===== src/pfrc_map.svh =====
`ifndef PFRC_MAP_SVH
`define PFRC_MAP_SVH
// word and address geometry
`define PFRC_WORD_W        14
`define PFRC_ADDR_W        15
`define PFRC_ROW_LSB       5
`define PFRC_ROW_WORDS     32
`define PFRC_LATCH_COUNT   32
`define PFRC_WP_W          2
// fetch lands two instruction cycles after the read start
`define PFRC_FETCH_DELAY   2
// reset values
`define PFRC_DATA_RST      14'h0000
`define PFRC_ADDR_RST      15'h0000
`endif


===== src/pfrc_pkg.sv =====
`default_nettype none
`include "pfrc_map.svh"
package pfrc_pkg;
	typedef enum logic [1:0] {
		PFRC_OP_NONE,
		PFRC_OP_ERASE,
		PFRC_OP_WRITE
	} pfrc_op_type;

	// one request from the core side register writes
	typedef struct packed {
		logic       wr_addr_high;
		logic       wr_addr_low;
		logic       wr_data_high;
		logic       wr_data_low;
		logic [7:0] wdata;
	} pfrc_reg_wr_type;

	// command to the flash array
	typedef struct packed {
		pfrc_op_type                op;
		logic [`PFRC_ADDR_W-1:0]    addr;
	} pfrc_cmd_type;
endpackage
`default_nettype wire


===== src/pfrc_protect.sv =====
`default_nettype none
`include "pfrc_map.svh"
// decides whether an address lies in a write-protected segment
module pfrc_protect #(
	parameter int ADDR_W = `PFRC_ADDR_W
) (
	input  wire logic [ADDR_W-1:0]     addr_i,
	input  wire logic [`PFRC_WP_W-1:0] write_protect_field_i,
	output logic                       allowed_o
);
	logic [1:0] quarter;

	// protected segment shrinks as the field grows: 11 none, 10 first eighth, 01 first half, 00 all
	always_comb begin
		quarter = addr_i[ADDR_W-1 -: 2];
		case (write_protect_field_i)
			2'h3: allowed_o = 1'b1;
			2'h2: allowed_o = (addr_i[ADDR_W-1 -: 3] != 3'h0);
			2'h1: allowed_o = quarter[1];
			default: allowed_o = 1'b0;
		endcase
	end
endmodule
`default_nettype wire


===== src/pfrc_top.sv =====
// Notes on behaviour
// RQ1: program memory is rows of 14-bit words and an erase always clears a whole row.
// RQ2: a write or erase proceeds only when its address is outside the protected segment set by the two-bit field.
// RQ3: after an erase software may program the whole row or only some of its words.
// RQ4: 14-bit latches hidden from software are loaded through successive writes to the data high and low registers.
// RQ5: when latches are fewer than row words, each latch batch is programmed on its own until the row is done.
// RQ6: software loads the address pair, clears config select, sets program select, then sets the read bit.
// RQ7: the second instruction cycle after the read bit is set fetches the word and that instruction is not executed.
// RQ8: the fetched word appears in the data pair the cycle after the fetch, readable as two bytes.
// RQ9: the data pair keeps the fetched value until another read or a software write to it.
// RQ10: software places two no-operations after the read start.
// RQ11: reads complete whatever the code protection setting.
// RQ12: row and latch set are both 32 words aligned where the five lowest address bits are zero.
// RQ13: to change part of a programmed row software reads and saves the whole row before erasing.
// RQ14: a write or erase aimed at a protected segment is ignored and leaves the memory unchanged.
`default_nettype none
`include "pfrc_map.svh"
module pfrc_top #(
	parameter int WORD_W   = `PFRC_WORD_W,
	parameter int ADDR_W   = `PFRC_ADDR_W,
	parameter int ROW_LSB  = `PFRC_ROW_LSB,
	parameter int LATCHES  = `PFRC_LATCH_COUNT
) (
	input  wire logic                    clk_sys_i,
	input  wire logic                    srst_i,
	input  wire pfrc_pkg::pfrc_reg_wr_type reg_wr_i,
	input  wire logic                    read_start_i,
	input  wire logic                    config_space_select_i,
	input  wire logic                    program_space_select_i,
	input  wire logic                    erase_start_i,
	input  wire logic                    write_start_i,
	input  wire logic [`PFRC_WP_W-1:0]   write_protect_field_i,
	input  wire logic                    code_protect_i,
	input  wire logic [WORD_W-1:0]       flash_rdata_i,
	output logic [7:0]                   flash_addr_high_o,
	output logic [7:0]                   flash_addr_low_o,
	output logic [7:0]                   flash_data_high_o,
	output logic [7:0]                   flash_data_low_o,
	output logic                         busy_o,
	output logic                         instr_suppress_o,
	output logic                         rejected_o,
	output logic                         flash_rd_o,
	output logic [ADDR_W-1:0]            flash_addr_o,
	output logic                         flash_erase_o,
	output logic                         flash_prog_o,
	output logic [LATCHES-1:0]           flash_prog_mask_o,
	output logic [LATCHES*WORD_W-1:0]    flash_wdata_o
);
	import pfrc_pkg::*;

	localparam int LIDX_W = $clog2(LATCHES);

	typedef enum logic [1:0] {
		PFRC_IDLE,
		PFRC_WAIT,
		PFRC_FETCH
	} pfrc_rd_state_type;

	logic [ADDR_W-1:0]      addr_ff;
	logic [ADDR_W-1:0]      nxt_addr;
	logic [WORD_W-1:0]      data_ff;
	logic [WORD_W-1:0]      nxt_data;
	pfrc_rd_state_type      rd_state_ff;
	pfrc_rd_state_type      nxt_rd_state;
	logic [WORD_W-1:0]      latch_ff [LATCHES];
	logic [WORD_W-1:0]      nxt_latch [LATCHES];
	logic [LATCHES-1:0]     loaded_ff;
	logic [LATCHES-1:0]     nxt_loaded;
	pfrc_cmd_type           cmd_ff;
	pfrc_cmd_type           nxt_cmd;
	logic [LATCHES-1:0]     mask_ff;
	logic [LATCHES-1:0]     nxt_mask;
	logic                   rej_ff;
	logic                   nxt_rej;
	logic                   allowed;
	logic [LIDX_W-1:0]      lidx;
	logic                   read_go;
	logic                   rd_fire;

	// protection check on the current address
	pfrc_protect #(
		.ADDR_W(ADDR_W)
	) u_protect (
		.addr_i               (addr_ff),
		.write_protect_field_i(write_protect_field_i),
		.allowed_o            (allowed)
	);

	// RQ12 latch slot from the low address bits
	assign lidx    = addr_ff[LIDX_W-1:0];
	// RQ6 read only in program space with config select clear
	assign read_go = read_start_i && program_space_select_i && !config_space_select_i && (rd_state_ff == PFRC_IDLE);
	// RQ11 code protect is deliberately not consulted for reads
	assign rd_fire = (rd_state_ff == PFRC_FETCH);

	// address pair and read sequencer next state
	always_comb begin
		nxt_addr     = addr_ff;
		nxt_rd_state = rd_state_ff;
		if (reg_wr_i.wr_addr_high) begin
			nxt_addr[ADDR_W-1:8] = reg_wr_i.wdata[ADDR_W-9:0];
		end
		if (reg_wr_i.wr_addr_low) begin
			nxt_addr[7:0] = reg_wr_i.wdata;
		end
		// RQ7 second cycle after the start is the fetch slot
		case (rd_state_ff)
			PFRC_IDLE: begin
				if (read_go) begin
					nxt_rd_state = PFRC_WAIT;
				end
			end
			PFRC_WAIT:  nxt_rd_state = PFRC_FETCH;
			PFRC_FETCH: nxt_rd_state = PFRC_IDLE;
			default:    nxt_rd_state = PFRC_IDLE;
		endcase
	end

	always_ff @(posedge clk_sys_i) begin
		if (srst_i) begin
			addr_ff     <= `PFRC_ADDR_RST;
			rd_state_ff <= PFRC_IDLE;
		end else begin
			addr_ff     <= nxt_addr;
			rd_state_ff <= nxt_rd_state;
		end
	end

	// data pair: fetch wins over a software write in the same cycle
	always_comb begin
		nxt_data = data_ff;
		// RQ9 held until a user write or next read
		if (reg_wr_i.wr_data_high) begin
			nxt_data[WORD_W-1:8] = reg_wr_i.wdata[WORD_W-9:0];
		end
		if (reg_wr_i.wr_data_low) begin
			nxt_data[7:0] = reg_wr_i.wdata;
		end
		// RQ8 word lands in the pair right after the fetch
		if (rd_fire) begin
			nxt_data = flash_rdata_i;
		end
	end

	always_ff @(posedge clk_sys_i) begin
		if (srst_i) begin
			data_ff <= `PFRC_DATA_RST;
		end else begin
			data_ff <= nxt_data;
		end
	end

	// write latches and program/erase command
	always_comb begin
		for (int i = 0; i < LATCHES; i++) begin
			nxt_latch[i] = latch_ff[i];
		end
		nxt_loaded = loaded_ff;
		nxt_cmd    = '{op: PFRC_OP_NONE, addr: addr_ff};
		nxt_mask   = '0;
		nxt_rej    = 1'b0;
		// RQ4 low byte write completes the word into the hidden latch
		if (reg_wr_i.wr_data_low && !busy_o) begin
			nxt_latch[lidx]  = {data_ff[WORD_W-1:8], reg_wr_i.wdata};
			nxt_loaded[lidx] = 1'b1;
		end
		if ((erase_start_i || write_start_i) && !busy_o) begin
			if (allowed) begin
				// RQ1 erase addresses the whole aligned row
				if (erase_start_i) begin
					nxt_cmd.op   = PFRC_OP_ERASE;
					nxt_cmd.addr = {addr_ff[ADDR_W-1:ROW_LSB], {ROW_LSB{1'b0}}};
				end else begin
					// RQ3 RQ5 only loaded latches program, batch by batch
					nxt_cmd.op   = PFRC_OP_WRITE;
					nxt_cmd.addr = {addr_ff[ADDR_W-1:LIDX_W], {LIDX_W{1'b0}}};
					nxt_mask     = loaded_ff;
					nxt_loaded   = '0;
				end
			end else begin
				// RQ2 RQ14 protected target: drop the request, memory untouched
				nxt_rej    = 1'b1;
				nxt_loaded = '0;
			end
		end
	end

	always_ff @(posedge clk_sys_i) begin
		if (srst_i) begin
			for (int i = 0; i < LATCHES; i++) begin
				latch_ff[i] <= '0;
			end
			loaded_ff <= '0;
			cmd_ff    <= '{op: PFRC_OP_NONE, addr: '0};
			mask_ff   <= '0;
			rej_ff    <= 1'b0;
		end else begin
			latch_ff  <= nxt_latch;
			loaded_ff <= nxt_loaded;
			cmd_ff    <= nxt_cmd;
			mask_ff   <= nxt_mask;
			rej_ff    <= nxt_rej;
		end
	end

	// flatten latches onto the program data bus
	genvar g;
	generate
		for (g = 0; g < LATCHES; g++) begin : g_wdata
			assign flash_wdata_o[g*WORD_W +: WORD_W] = latch_ff[g];
		end
	endgenerate

	// outputs; code_protect_i is kept on the port for completeness only
	assign busy_o            = (rd_state_ff != PFRC_IDLE);
	// RQ7 the slot being fetched is the suppressed instruction
	assign instr_suppress_o  = rd_fire;
	assign flash_rd_o        = rd_fire;
	assign flash_addr_o      = (cmd_ff.op == PFRC_OP_NONE) ? addr_ff : cmd_ff.addr;
	assign flash_erase_o     = (cmd_ff.op == PFRC_OP_ERASE);
	assign flash_prog_o      = (cmd_ff.op == PFRC_OP_WRITE);
	assign flash_prog_mask_o = mask_ff;
	assign rejected_o        = rej_ff;
	assign flash_addr_high_o = {{(16-ADDR_W){1'b0}}, addr_ff[ADDR_W-1:8]};
	assign flash_addr_low_o  = addr_ff[7:0];
	assign flash_data_high_o = {{(16-WORD_W){1'b0}}, data_ff[WORD_W-1:8]};
	assign flash_data_low_o  = data_ff[7:0];
endmodule
`default_nettype wire


===== config.mk =====
export PLATFORM = sky130hd
export DESIGN_NAME = pfrc_top
export DESIGN_NICKNAME = d
export VERILOG_FILES = /design/src/pfrc_pkg.sv /design/src/pfrc_protect.sv /design/src/pfrc_top.sv
export VERILOG_INCLUDE_DIRS = /design/src
export SDC_FILE = /design/constraint.sdc
export NUM_CORES = 1
export LEC_CHECK = 0
export CAP_MARGIN = 20
export CELL_PAD_IN_SITES_DETAIL_PLACEMENT = 1
export CELL_PAD_IN_SITES_GLOBAL_PLACEMENT = 1
export CORE_AREA = 2 2 221 223
export CTS_BUF_LIST = sky130_fd_sc_hd__clkbuf_4 sky130_fd_sc_hd__clkbuf_8
export DETAILED_ROUTE_END_ITERATION = 10
export DIE_AREA = 0 0 223 225
export DONT_BUFFER_PORTS = 1
export PLACE_DENSITY_LB_ADDON = 0.1
export SLEW_MARGIN = 5
export SYNTH_ARGS = -nofsm -noshare
export SYNTH_HDL_FRONTEND = slang
export SYNTH_SLANG_ARGS = --single-unit

===== constraint.sdc =====
create_clock -name clk_sys_i -period 3.45 [get_ports clk_sys_i]
set_clock_uncertainty 0.2 [all_clocks]
set_input_delay 0.69 -clock clk_sys_i [delete_from_list [all_inputs] [get_ports clk_sys_i]]
set_output_delay 0.69 -clock clk_sys_i [all_outputs]
set_load 0.05 [all_outputs]

After elaboration in Yosys (flattened, before gate mapping)

Index checks and enable logic that the tools add are counted.

Register bits after elaboration: 561
Input port bits: 36
Output and inout bits: 533
Logic and storage cells: 97

$lt $le $gt $ge: 4
Equality and inequality tests: 8
Multiplexer cells: 20
Bitwise logic cells: 4
Reduce and logical (&&, ||, !) cells: 19

Operator list:

| kind                                                               | number |
|---|---|
| bitwise mux 448 bit                                                | 1 |
| 2-to-1 mux 32 bit                                                  | 4 |
| demux 14 bit (select 5 bit)                                        | 1 |
| 2-to-1 mux 15 bit                                                  | 3 |
| OR 32 bit                                                          | 1 |
| 2-to-1 mux 14 bit                                                  | 2 |
| 2-to-1 mux 17 bit                                                  | 1 |
| equality test 2 bit (second input constant)                        | 4 |
| 2-to-1 mux 8 bit                                                   | 1 |
| logical AND 1 bit                                                  | 7 |
| equality test 2 x 1 -> 1 bit (second input constant)               | 3 |
| greater-or-equal comparator 6 bit (second input constant)          | 1 |
| < comparator 5 x 6 -> 1 bit (second input constant)                | 1 |
| < comparator 6 x 1 -> 1 bit (second input constant)                | 1 |
| 2-to-1 mux 6 bit                                                   | 1 |
| NOT 5 -> 6 bit                                                     | 1 |
| nonzero test 2 bit                                                 | 3 |
| demux 1 bit (select 5 bit)                                         | 1 |
| greater-or-equal comparator 5 x 1 -> 1 bit (second input constant) | 1 |
| zero test 2 bit                                                    | 2 |
| one-hot mux 2 bit (2 select lines)                                 | 1 |
| OR reduction 4 bit                                                 | 1 |
| one-hot mux 1 bit (3 select lines)                                 | 1 |
| nonzero test 3 bit                                                 | 1 |
| other kinds (8)                                                    | 11 |

Logic depth before layout (Yosys ltp)

Depth in word-level cells: 9
Gate-level depth with buffers: 7
Mapped depth without buffers: 3

By module

From an unflattened synthesis, not the netlist that was laid out.

Cells, all modules: 1916
Area total of the unflattened synthesis: 21418.0 µm²

Modules (own cells, without submodules):

| module       | times used | cells each | area each (µm²) | seq. area each (µm²) |
|---|---|---|---|---|
| pfrc_top     | 1          | 1913       | 21403.0         | 11230.8 |
| pfrc_protect | 1          | 3          | 15.0            | 0.0 |

Worst setup path after synthesis

Ideal clock, no wire load.

Kind: flip-flop to output port
Start: register rd_state_ff[0]
End: output port instr_suppress_o
Arrival time: 1.670 ns
Data required time: 2.560 ns
Path slack: 0.890 ns
Stages on the path, launching flop included: 6
Path buffers: 3
Cells stage by stage: dfxtp_1 -> nand2b_1 -> clkbuf_1 -> clkbuf_1 -> inv_1 -> buf_4

Longest elaborated chain between the ends: 1

RTL lines:

| item                   | line            | RTL |
|---|---|---|
| start, declared        | pfrc_top.sv:63  | `pfrc_rd_state_type rd_state_ff;` |
| start signal, assigned | pfrc_top.sv:125 | `rd_state_ff <= nxt_rd_state;` |
| equality test 2 bit    | pfrc_top.sv:94  | `assign rd_fire = (rd_state_ff == PFRC_FETCH);` |
| end, declared          | pfrc_top.sv:40  | `output logic instr_suppress_o,` |

Every way passes these cells.

Worst setup path in the final report

Start: register addr_ff[2]
End: output port flash_addr_o[2]

Longest elaborated chain between the ends: 1

RTL lines:

| item                   | line            | RTL |
|---|---|---|
| start, declared        | pfrc_top.sv:59  | `logic [ADDR_W-1:0] addr_ff;` |
| start signal, assigned | pfrc_top.sv:121 | `` addr_ff <= `PFRC_ADDR_RST; `` |
| start signal, assigned | pfrc_top.sv:124 | `addr_ff <= nxt_addr;` |
| 2-to-1 mux 15 bit      | pfrc_top.sv:219 | `assign flash_addr_o = (cmd_ff.op == PFRC_OP_NONE) ? addr_ff : cmd_ff.addr;` |
| end, declared          | pfrc_top.sv:43  | `output logic [ADDR_W-1:0] flash_addr_o,` |

Every way passes these cells.

==> metrics <==
outcome=finished clean; full die area=0.0502 mm2; Pwr per Cell Area=601 mW/mm2; setup bufs post-CTS=0; cell taking the most area after synthesis=dfxtp_1; worst setup margin=0.506 ns; sequential share of the synthesized area=0.554; FF-to-FF path depth=3; Worst slew margin=0.296; yosys warns=0; Worst path depth=1; Critical Path Start=addr_ff[2]; dpl ws=0.919 ns; post-route ant nets=0; CTS tree=yes; post-synth cell types=44; row count=80; Leak Pwr=11.0 nW; ys flop type=dfxtp_1; critical path launch point type=flip-flop; CP peak stage delay=0.89 ns; IO Count=569; NumNets Final=1959; TritonCTS buffer count=93; Worst Hold Class=input port to flip-flop; FMAX=0.340 GHz; top cells by area, synth=dfxtp_1, mux2i_1, nand2_1, clkbuf_1, buf_4; setup_tns=0 ns; DRC errors left=0; gr ovfl total=0; DP HPWL=45600 um; initial antenna violation count=1; critical path cell sequence=mux2_2; total routed wirelength=70200 um; crit end category=primary output; worst flop-to-flop path startpoint=addr_ff[2]; RR Endpoint=flash_wdata_o[38]; Worst Setup EP=flash_addr_o[2]; fin crit share=0.853; Synth top area share=0.554; diode count=0; maximum number of pins on one net before global-route repair=125; CTS Root Cell=clkbuf_8; Crit path max-delay family=flip-flops; CP Buf/Inv Count=0; Worst R2R Setup Slack=0.93 ns; fraction of registers with async set/reset=0; vias in the first global route=15000; Final GP Congestion=0.775; area grow syn2layout=13.4%; first-pass GRT wire length=102000 um; unrepaired setup endpoints after global routing=false; Post-Syn Area=0.0203 mm2; Worst Path Required=2.56 ns; Synth Area per Inst=10.4 um2; clock sink count=561; Max Slew Vio Count=0; number of port buffers=0; share of cells above drive strength 1=0.147; CTS clk-pin slew, worst paths=0.06 ns; Die X-Extent=223 um; Slowest cell on crit path=dfxtp_2; dpl cell area=0.0206 mm2; Worst Tran Pin Value=1.05 ns; EDFF count, synth=0; core area=0.0475 mm2; Initial DRC Count=702; DR vias/cell=5.47; Initial Utilization=0.427; GRT Overall Usage=0.273; Design Area, Final=0.0230 mm2; # H-tree levels=3; Cells after Synth=1948; Max clock buf depth=3; Total Power=13.8 mW; max-capacitance violation count=0; Finish-stage setup viols=0; CP arrival=2.05 ns; worst skew pair latency=0.67 ns; Wirelength per Cell=26.9 um; critical-path maximum fanout=22; Hold Violations, Final=0; Synth top cells by count=dfxtp_1, mux2i_1, nand2_1; die height=225 um; DRT Pass-1 Iters=5; hold depth=2; minimum clock period after layout=2.94 ns; vias post-DR=14300; critical path class=flip-flop to primary output; Peak VDD IR=0.000293 V; most numerous cell in the Yosys netlist=dfxtp_1; FF+latch count, synth=561
how the worst min path moves through the flow:
stage               slack (ns)                    end          start
floorplan                 0.22  flash_prog_mask_o[10]  loaded_ff[10]
global placement          0.24  flash_prog_mask_o[17]  loaded_ff[17]
detailed placement        0.24  flash_prog_mask_o[29]  loaded_ff[29]
CTS                       0.01            data_ff[13]    reg_wr_i[5]
global route              0.03             data_ff[9]    reg_wr_i[1]
finish                    0.07            data_ff[13]    reg_wr_i[5]
sequential cells by signal (all words and copies together), names as in the netlist:
signal / cells
addr_ff: 15
cmd_ff: 17
data_ff: 14
flash_prog_mask_o: 32
flash_wdata_o: 448
loaded_ff: 32
rd_state_ff: 2
rejected_o: 1
metal layers:
layer  global-route usage  up-vias  part of all wire
met5                    0        -           0.00011
met4               0.0825        2             0.026
met3                0.112      114             0.091
met2                0.459      475              0.48
met1                0.319     7198              0.40
li1                     -     6476                 -
layout make-up:
cell class	count	area, um2
multi-input combinational	1165	8140
timing repair buffer	67	653
sequential	561	11200
fill	5112	24500
inverter	35	139
clock inverter	11	116
tap	615	769
clock buffer	153	1950
cells by family after synthesis:
logic type	synth area share
mux	0.230
simple gates	0.132
compound gates	0.0338
buf+inv	0.0501
flops	0.554
other cells	0.000185
report_power, final:
part / total (mW) / switching [mW] / internal (mW) / leakage, nW
Clock: 6.37 / 2.67 / 3.70 / 1.09
Sequential: 6.78 / 0.242 / 6.54 / 4.53
Combinational: 0.664 / 0.492 / 0.172 / 5.43
Total: 13.8 / 3.40 / 10.4 / 11.0
cells in the final DEF (no fill, tap or decap), types with 2 or more instances in the layout:
| cell type | instances |
|---|---|
| nor4_1 | 33 |
| bufinv_16 | 2 |
| clkbuf_8 | 128 |
| nand3_1 | 14 |
| and4b_1 | 4 |
| inv_1 | 34 |
| nor4bb_1 | 3 |
| clkinv_2 | 5 |
| nand2b_2 | 14 |
| a31o_2 | 14 |
| a211oi_1 | 14 |
| nor2b_1 | 13 |
| o21ai_0 | 14 |
| mux2_2 | 15 |
| a21oi_1 | 14 |
| and4bb_2 | 2 |
| dlygate4sd3_1 | 27 |
| o21ai_4 | 2 |
| nor4b_1 | 4 |
| a22oi_1 | 32 |
| buf_4 | 34 |
| conb_1 | 3 |
| nor3_1 | 16 |
| dfxtp_2 | 4 |
| mux2i_1 | 449 |
| nand2_2 | 27 |
| o311a_1 | 5 |
| nor2_1 | 32 |
| clkbuf_4 | 25 |
| buf_12 | 5 |
| dfxtp_1 | 557 |
| nand2_1 | 424 |
| nand4_2 | 2 |
| clkinvlp_4 | 3 |
per-stage QoR:
step / instances / hold slack [ns] / util
floorplan: 1950 / 0.223 / -
global placement: 2413 / 0.237 / 0.433
detailed placement: 2413 / 0.238 / 0.433
CTS: 2606 / 0.0129 / 0.483
global route: 2607 / 0.0328 / 0.484
finish: 2607 / 0.0711 / 0.484
what timing repair did:
action	4_1_cts	5_1_grt
hold buffers	29	0
setup endpoints to repair	0	0
endpoints found under the hold margin	89	0
gates resized for setup	0	0
Power figures use the tool's default switching activity.
